<file path="src/pkg/pcl_defs.vh">
// constants for the parallel configuration load sequencer
`ifndef PCL_DEFS_VH
`define PCL_DEFS_VH

// clock rate in MHz (100 MHz system clock)
`define PCL_CLK_MHZ        100
// config-request low to done/status low, ns (longest)
`define PCL_T_REQ2LOW_NS   500
`define PCL_REQ2LOW_CYC    ((`PCL_T_REQ2LOW_NS * `PCL_CLK_MHZ) / 1000)
// status low pulse, us (least and longest)
`define PCL_T_STAT_MIN_US  45
`define PCL_T_STAT_MAX_US  230
`define PCL_STAT_MIN_CYC   (`PCL_T_STAT_MIN_US * `PCL_CLK_MHZ)
`define PCL_STAT_MAX_CYC   (`PCL_T_STAT_MAX_US * `PCL_CLK_MHZ)
// done high to user mode with internal oscillator, us (longest)
`define PCL_T_CD2UM_US     650
`define PCL_CD2UM_CYC      (`PCL_T_CD2UM_US * `PCL_CLK_MHZ)
// user-clock cycles needed for initialization
`define PCL_USR_INIT_CYC   17'h00C78
// system cycles from init start until the user clock is counted
`define PCL_CD2CU_CYC      17'h00040
// falling edges of load clock after done before init starts
`define PCL_DONE_EDGES     2'h2
// counter width
`define PCL_CNT_W          17
`define PCL_CNT_ZERO       17'h00000
`define PCL_CNT_ONE        17'h00001
// byte width
`define PCL_DATA_W         8
`define PCL_BYTE_ZERO      8'h00

`endif

</file>
<file path="src/verilog/pcl_load_sequencer.v">
// configuration load sequencer: request, status, byte capture, initialization
`timescale 1ns/1ps
`default_nettype none
`include "pcl_defs.vh"

// Overview of operation
// - in user mode all three lines high; request low restarts loading
// - status held low for whole power-on delay before accepting activity
// - done low from power-up through loading, high only when complete
// - request fall drives done and status low within 500 ns
// - own status low pulse lasts 45 to 230 us; held past 230 us while request stays low
// - status released within 230 us of request rising
// - with internal oscillator, user mode within 650 us of done
// - data pins become user pins after loading, per dual-purpose option
// - one byte sampled per rising load clock edge until done
// - user clock initialization: enable after interval, then 3192 cycles
module pcl_load_sequencer
#(
  parameter STAT_CYC   = `PCL_STAT_MIN_CYC,
  parameter INIT_CYC   = `PCL_CD2UM_CYC / 2,
  parameter POR_CYC    = `PCL_STAT_MIN_CYC,
  parameter BYTE_COUNT = 16
)
(
  // clock and reset
  input  wire                   sys_clk_i,
  input  wire                   sys_rst_i,
  // configuration pins
  input  wire                   config_request_n_i,
  input  wire                   load_status_n_i,
  output wire                   load_status_n_o,
  output wire                   load_status_n_oe_n_o,
  input  wire                   load_done_i,
  output wire                   load_done_o,
  output wire                   load_done_oe_n_o,
  input  wire                   parallel_load_clock_i,
  input  wire [`PCL_DATA_W-1:0] load_data_i,
  input  wire                   user_init_clock_i,
  input  wire                   user_init_clock_sel_i,
  // dual-purpose pin option and user-mode data pin control
  input  wire                   data_pins_user_en_i,
  output reg                    data_pins_user_o,
  // captured byte stream
  output wire                   byte_valid_o,
  output wire [`PCL_DATA_W-1:0] byte_data_o,
  input  wire                   byte_ready_i,
  // state
  output reg                    init_done_o,
  output reg                    user_mode_o,
  output wire                   load_stall_o
);

  // ------------------------------------------------------------
  // states
  // ------------------------------------------------------------
  localparam [5:0] ST_POR  = 6'h01;
  localparam [5:0] ST_RST  = 6'h02;
  localparam [5:0] ST_WAIT = 6'h04;
  localparam [5:0] ST_LOAD = 6'h08;
  localparam [5:0] ST_INIT = 6'h10;
  localparam [5:0] ST_USER = 6'h20;

  // ------------------------------------------------------------
  // input synchronisers
  // ------------------------------------------------------------
  reg [1:0] req_s_reg;
  reg [1:0] stat_s_reg;
  reg [1:0] parallel_load_clock_s_reg;
  reg [1:0] uclk_s_reg;
  reg [1:0] done_s_reg;
  reg [`PCL_DATA_W-1:0] data_s1_reg;
  reg [`PCL_DATA_W-1:0] data_s2_reg;
  reg parallel_load_clock_d_reg;
  reg uclk_d_reg;

  always @(posedge sys_clk_i)
  begin
    if (sys_rst_i)
    begin
      req_s_reg   <= 2'h3;
      stat_s_reg  <= 2'h3;
      parallel_load_clock_s_reg  <= 2'h0;
      uclk_s_reg  <= 2'h0;
      done_s_reg  <= 2'h0;
      data_s1_reg <= `PCL_BYTE_ZERO;
      data_s2_reg <= `PCL_BYTE_ZERO;
      parallel_load_clock_d_reg  <= 1'b0;
      uclk_d_reg  <= 1'b0;
    end
    else
    begin
      req_s_reg   <= {req_s_reg[0], config_request_n_i};
      stat_s_reg  <= {stat_s_reg[0], load_status_n_i};
      parallel_load_clock_s_reg  <= {parallel_load_clock_s_reg[0], parallel_load_clock_i};
      uclk_s_reg  <= {uclk_s_reg[0], user_init_clock_i};
      done_s_reg  <= {done_s_reg[0], load_done_i};
      data_s1_reg <= load_data_i;
      data_s2_reg <= data_s1_reg;
      parallel_load_clock_d_reg  <= parallel_load_clock_s_reg[1];
      uclk_d_reg  <= uclk_s_reg[1];
    end
  end

  wire req_low   = ~req_s_reg[1];
  wire stat_high = stat_s_reg[1];
  wire parallel_load_clock_rise = parallel_load_clock_s_reg[1] & ~parallel_load_clock_d_reg;
  wire parallel_load_clock_fall = ~parallel_load_clock_s_reg[1] & parallel_load_clock_d_reg;
  wire uclk_rise = uclk_s_reg[1] & ~uclk_d_reg;
  // another device holding done low delays initialization
  wire done_high = done_s_reg[1];

  // ------------------------------------------------------------
  // sequencer
  // ------------------------------------------------------------
  reg [5:0]            state_reg;
  reg [5:0]            state_next;
  reg [`PCL_CNT_W-1:0] cnt_reg;
  reg [`PCL_CNT_W-1:0] cnt_next;
  reg [`PCL_CNT_W-1:0] bytes_reg;
  reg [1:0]            edges_reg;
  reg                  stat_drv_reg;
  reg                  done_reg;
  wire                 buf_ready;
  reg [`PCL_CNT_W-1:0] cu_cnt_reg;
  wire                 uclk_en = (cu_cnt_reg >= `PCL_CD2CU_CYC);
  wire                 take = (state_reg == ST_LOAD) && parallel_load_clock_rise && !done_reg;

  always @*
  begin
    state_next = state_reg;
    cnt_next   = cnt_reg + `PCL_CNT_ONE;
    case (state_reg)
      ST_POR:
        if (cnt_reg >= POR_CYC[`PCL_CNT_W-1:0])
        begin
          state_next = ST_WAIT;
          cnt_next   = `PCL_CNT_ZERO;
        end
      ST_RST:
        // status pulse at least the minimum, held while request stays low
        if (cnt_reg >= STAT_CYC[`PCL_CNT_W-1:0] && !req_low)
        begin
          state_next = ST_WAIT;
          cnt_next   = `PCL_CNT_ZERO;
        end
      ST_WAIT:
        if (stat_high)
          state_next = ST_LOAD;
      ST_LOAD:
        if (done_reg && done_high && edges_reg == `PCL_DONE_EDGES)
        begin
          state_next = ST_INIT;
          cnt_next   = `PCL_CNT_ZERO;
        end
        else
          cnt_next = cnt_reg;
      ST_INIT:
        if (user_init_clock_sel_i)
        begin
          cnt_next = (uclk_rise && uclk_en) ? cnt_reg + `PCL_CNT_ONE : cnt_reg;
          if (cnt_reg >= `PCL_USR_INIT_CYC)
            state_next = ST_USER;
        end
        else if (cnt_reg >= INIT_CYC[`PCL_CNT_W-1:0])
          state_next = ST_USER;
      ST_USER:
        cnt_next = `PCL_CNT_ZERO;
      default:
        state_next = ST_POR;
    endcase
    // request low aborts everything once power-on delay is over
    if (req_low && state_reg != ST_POR && state_reg != ST_RST)
    begin
      state_next = ST_RST;
      cnt_next   = `PCL_CNT_ZERO;
    end
  end

  always @(posedge sys_clk_i)
  begin
    if (sys_rst_i)
    begin
      state_reg        <= ST_POR;
      cnt_reg          <= `PCL_CNT_ZERO;
      bytes_reg        <= `PCL_CNT_ZERO;
      edges_reg        <= 2'h0;
      stat_drv_reg     <= 1'b1;
      done_reg         <= 1'b0;
      init_done_o      <= 1'b0;
      user_mode_o      <= 1'b0;
      data_pins_user_o <= 1'b0;
    end
    else
    begin
      state_reg    <= state_next;
      cnt_reg      <= cnt_next;
      stat_drv_reg <= (state_next == ST_POR) || (state_next == ST_RST);
      user_mode_o  <= (state_next == ST_USER);
      init_done_o  <= (state_next == ST_USER);
      data_pins_user_o <= (state_next == ST_USER) && data_pins_user_en_i;
      if (state_next == ST_POR || state_next == ST_RST || state_next == ST_WAIT)
      begin
        done_reg  <= 1'b0;
        bytes_reg <= `PCL_CNT_ZERO;
        edges_reg <= 2'h0;
      end
      else
      begin
        if (take)
        begin
          bytes_reg <= bytes_reg + `PCL_CNT_ONE;
          if (bytes_reg + `PCL_CNT_ONE >= BYTE_COUNT[`PCL_CNT_W-1:0])
            done_reg <= 1'b1;
        end
        if (done_reg && parallel_load_clock_fall && edges_reg != `PCL_DONE_EDGES)
          edges_reg <= edges_reg + 2'h1;
      end
    end
  end

  // ------------------------------------------------------------
  // user clock enable delay after done
  // ------------------------------------------------------------
  always @(posedge sys_clk_i)
  begin
    if (sys_rst_i || state_reg != ST_INIT)
      cu_cnt_reg <= `PCL_CNT_ZERO;
    else if (!uclk_en)
      cu_cnt_reg <= cu_cnt_reg + `PCL_CNT_ONE;
  end

  // ------------------------------------------------------------
  // pins: open drain, enable low while driving low
  // ------------------------------------------------------------
  assign load_status_n_o      = 1'b0;
  assign load_status_n_oe_n_o = ~stat_drv_reg;
  assign load_done_o          = 1'b0;
  assign load_done_oe_n_o     = done_reg;
  assign load_stall_o         = (state_reg == ST_LOAD) && !buf_ready;

  // ------------------------------------------------------------
  // byte buffer
  // ------------------------------------------------------------
  pcl_byte_buffer u_buf
  (
    .sys_clk_i   (sys_clk_i),
    .sys_rst_i   (sys_rst_i),
    .in_valid_i  (take),
    .in_data_i   (data_s2_reg),
    .in_ready_o  (buf_ready),
    .out_valid_o (byte_valid_o),
    .out_data_o  (byte_data_o),
    .out_ready_i (byte_ready_i)
  );

endmodule
`default_nettype wire

</file>
<file path="src/verilog/pcl_byte_buffer.v">
// two-entry byte buffer with valid/ready on both sides
`timescale 1ns/1ps
`default_nettype none
`include "pcl_defs.vh"

module pcl_byte_buffer
(
  // clock and reset
  input  wire                     sys_clk_i,
  input  wire                     sys_rst_i,
  // filling side
  input  wire                     in_valid_i,
  input  wire [`PCL_DATA_W-1:0]   in_data_i,
  output wire                     in_ready_o,
  // draining side
  output wire                     out_valid_o,
  output wire [`PCL_DATA_W-1:0]   out_data_o,
  input  wire                     out_ready_i
);

  reg [`PCL_DATA_W-1:0] mem_reg [0:1];
  reg                   wr_ptr_reg;
  reg                   rd_ptr_reg;
  reg [1:0]             count_reg;
  wire                  push;
  wire                  pop;

  assign in_ready_o  = (count_reg != 2'h2);
  assign out_valid_o = (count_reg != 2'h0);
  assign out_data_o  = mem_reg[rd_ptr_reg];
  assign push        = in_valid_i & in_ready_o;
  assign pop         = out_valid_o & out_ready_i;

  always @(posedge sys_clk_i)
  begin
    if (sys_rst_i)
    begin
      wr_ptr_reg <= 1'b0;
      rd_ptr_reg <= 1'b0;
      count_reg  <= 2'h0;
    end
    else
    begin
      if (push)
        wr_ptr_reg <= ~wr_ptr_reg;
      if (pop)
        rd_ptr_reg <= ~rd_ptr_reg;
      if (push && !pop)
        count_reg <= count_reg + 2'h1;
      else if (pop && !push)
        count_reg <= count_reg - 2'h1;
    end
  end

  always @(posedge sys_clk_i)
  begin
    if (push)
      mem_reg[wr_ptr_reg] <= in_data_i;
  end

endmodule
`default_nettype wire

</file>
<file path="config.mk">
export PLATFORM = sky130hd
export DESIGN_NAME = pcl_load_sequencer
export DESIGN_NICKNAME = d
export VERILOG_FILES = /design/src/verilog/pcl_load_sequencer.v /design/src/verilog/pcl_byte_buffer.v
export VERILOG_INCLUDE_DIRS = /design/src /design/src/pkg
export SDC_FILE = /design/constraint.sdc
export NUM_CORES = 1
export LEC_CHECK = 0
export ABC_AREA = 0
export BUFFER_PORTS_ARGS = -buffer_cell sky130_fd_sc_hd__buf_2
export CORE_UTILIZATION = 35
export CTS_BUF_LIST = sky130_fd_sc_hd__clkbuf_16
export DETAILED_ROUTE_END_ITERATION = 8
export GPL_TIMING_DRIVEN = 0
export SLEW_MARGIN = 20
export SYNTH_ARGS = -nofsm -noshare
export SYNTH_HDL_FRONTEND = slang
export SYNTH_HIERARCHICAL = 1
export SYNTH_SLANG_ARGS = --single-unit
</file>
<file path="constraint.sdc">
create_clock -name sys_clk_i -period 2.5 [get_ports sys_clk_i]
set_clock_uncertainty 0.1 [all_clocks]
set_input_delay 0.375 -clock sys_clk_i [delete_from_list [all_inputs] [get_ports sys_clk_i]]
set_output_delay 0.375 -clock sys_clk_i [all_outputs]
set_load 0.02 [all_outputs]
</file>
==> out/results.tsv <==
metric	value	unit
Syn-to-layout area delta	16.0	%
CP Data Arrival Time	1.87	ns
mux share of post-synthesis cell area	2.36	%
Max Fclk	426	MHz
antenna diode count	0	
I/O pins	35	
Max IR drop VDD	0.416	mV
cell total after placement	694	
Crit-path slowest cell	or4_4	
first-pass detailed-route iteration total	5	
worst-margin pin slew	0.546	ns
final hold viol count	0	
die area	0.0139	mm2
largest family of logic cells by synthesized area	simple AND/OR/NAND/NOR gates	
Total Nets Final	557	
ys async rst share	0	%
global-route wire length before repair	14700	um
Total Negative Setup Slacks	0	ns
MaxCap Viol Count	0	
status	finished, final reports clean	
critical path buffer and inverter count	2	
Critical Path Fanout Max	10	
simple-gate portion of the synthesized area	24.5	%
FF-to-FF Start	state_reg[5]$_SDFF_PP0_	
Worst-Skew Late Latency	0.35	ns
final antenna-violating net count	0	
Hold Path Stages	2	
Layout Cells excl Fill	712	
Seq/Total Area, Yosys	51.0	%
HP Start	data_pins_user_en_i	
total grt overflow	0	
Placer Congestion	0.834	
Worst setup SP type	flip-flop	
worst hold path class	in2reg	
RSZ-0062 raised after global routing	no	
fillers	1291	
CTS tree	done	
commonest non-fill, non-tap cell in the layout	dfxtp_1	
Hold Buf Count CTS	0	
vias	3389	
core area	0.0132	mm2
WL met3	214	um
vias in the first global route	3224	
CTS clk-pin slew, worst paths	0.08	ns
P_leak	2.06	nW
Register Area	0.00240	mm2
Root Driver	clkbuf_16	
Synth Area in XOR/XNOR	8.37	%
clock buffer depth	2	
DR iter-0 viols	195	
syn avg cell area	9.71	um2
Synth Register Bits	112	
CP Data Required Time	2.03	ns
reg2reg setup slack	0.18	ns
cell area power density	632	mW/mm2
DRC viols	0	
crit end category	output port	
post-synthesis adder-cell area fraction	2.13	%
Main synth FF type	dfxtp_1	
Synth Warn #	6	
final setup vio count	0	
clk sinks	112	
largest net degree at the start of global routing	23	
top sig layer	met4	
share of post-route cells with drive strength above 1	16.6	%
Yosys cell types	58	
final wirelength	8440	um
floorplan die height	118	um
Cell Chain, Critical Path	clkbuf_1 -> or4_4 -> nor4_1 -> buf_2	
Total Routing Usage GR	13.0	%
Slew Viols, Final	0	
Syn Std Cell Area	0.00471	mm2
site row count	42	
drt wl/cell	11.8	um
Final min period	2.34	ns
Synth Area in Compound Gates	7.60	%
RR Endpoint	edges_reg[1]$_SDFFE_PP0P_	
Register-to-Register Path Depth	8	
initial antenna violation count	0	
dpl hpwl	6080	um
die width	118	um
slowest cell delay on critical path	0.59	ns
number of enable flip-flop cells after synthesis	16	
most frequent cells in the layout	dfxtp_1 (95), nor2_1 (61), buf_2 (37), nand2_1 (34), xor2_1 (30)	
fin crit share	93.8	%
Num CTS Buffers	9	
met2 wire length	3830	um
Multi-input gate area	0.00215	mm2
vias per cell	4.76	
met1 wire length	4270	um
Gate Count Post-Synth	485	
WS Path Type	reg2out	
family with the most delay on the worst path	simple AND/OR/NAND/NOR gates	
Starting Density	35.7	%
IO Port Bufs	32	
relative slew slack	63.1	%
hold endpoint	data_pins_user_o$_SDFF_PP0_	
H-tree depth	3	
-- routing by layer --
layer / global-route usage (%) / up-vias
met5: 0 / -
met4: 6.33 / 0
met3: 2.42 / 7
met2: 20.8 / 43
met1: 16.9 / 1579
li1: - / 1760
-- stage by stage --
stage | setup slack [ns] | hold WS, ns | area, um2 | utilization, % | total power, W
2_1_floorplan | 0.307 | 0.289 | 4710 | - | 0.00194
3_3_place_gp | 0.107 | 0.295 | 5090 | 38.6 | 0.00197
3_5_place_dp | 0.0586 | 0.298 | 5090 | 38.6 | 0.00198
4_1_cts | 0.0332 | 0.106 | 5420 | 41.1 | 0.00351
5_1_grt | 0.0113 | 0.111 | 5460 | 41.4 | 0.00359
6_report | 0.155 | 0.117 | 5460 | 41.4 | 0.00345
-- power breakdown --
part	internal, W	total (W)	switching, W
Combinational	0.0000363	0.0000751	0.0000388
Sequential	0.00185	0.00186	0.0000122
Clock	0.000816	0.00152	0.000705
Total	0.00270	0.00345	0.000756
-- cells in the mapped netlist (2+ instances only) --
cell type  number  area, um2
buf_6           4       45.0
nand2b_1        4       25.0
nor3_1         13       65.1
o211ai_1        3       22.5
inv_1          15       56.3
or4_1           2       15.0
buf_2           5       25.0
o31a_1          2       17.5
xor2_1         30        263
nand3_1        14       70.1
nand4_1        16        100
nor4bb_1        2       20.0
or2_2           6       37.5
buf_4           3       22.5
o311a_1         2       20.0
clkbuf_1        7       26.3
mux2_2          9        101
nor4_1          8       50.1
xnor2_1        15        131
ha_1            8        100
nor2b_1        26        163
nor2_1         62        233
nand2_1        34        128
a21oi_1        13       65.1
dfxtp_1        96       1920
and3_1          6       37.5
o21ai_0        12       60.1
nand3b_1        2       15.0
and4_1          2       17.5
edfxtp_1       16        480
a211oi_1        3       22.5
o22ai_1         2       12.5
and2_1         13       81.3
or3_1           4       25.0
a211o_1         2       17.5
o31ai_1         2       15.0
-- cells by family (layout without fill, tap and decap cells) --
kind of cell / count (synthesis) / after routing
AOI/OAI and AO/OA: 53 / 53
xor gates and xnor gates: 45 / 45
adders and majority gates: 8 / 8
buffers and inverters: 36 / 86
DFF: 112 / 112
muxes: 10 / 10
other: 1 / 2
and+or+nand+nor: 220 / 220
-- area by class of cell --
class	count	share of cell area [%]
buffer	20	2.27
clock buffer	9	4.12
clock inverter	7	1.88
inverter	16	1.15
multi-input combinational	338	39.3
sequential	112	44.0
tap	176	4.03
timing repair buffer	34	3.21
-- how the worst max path moves through the flow --
stage	from	end	slack, ns	depth (start not counted)
floorplan	state_reg[3]$_SDFF_PP0_	load_stall_o	0.31	3
CTS	state_reg[5]$_SDFF_PP0_	u_buf/count_reg[1]$_SDFFE_PP0P_	0.03	8
global route	state_reg[5]$_SDFF_PP0_	edges_reg[1]$_SDFFE_PP0P_	0.01	8
detailed placement	state_reg[5]$_SDFF_PP0_	u_buf/count_reg[1]$_SDFFE_PP0P_	0.06	8
global placement	state_reg[5]$_SDFF_PP0_	u_buf/count_reg[1]$_SDFFE_PP0P_	0.11	8
finish	state_reg[2]$_SDFF_PP0_	load_stall_o	0.16	4
-- repair_timing --
item | in CTS | in global routing
endpoints found under the hold margin | 0 | 0
endpoints found under the setup margin | 0 | 32
gates resized for setup | 0 | 6
setup buffers | 0 | 2
Note: power is estimated with default switching activity, not from simulation.
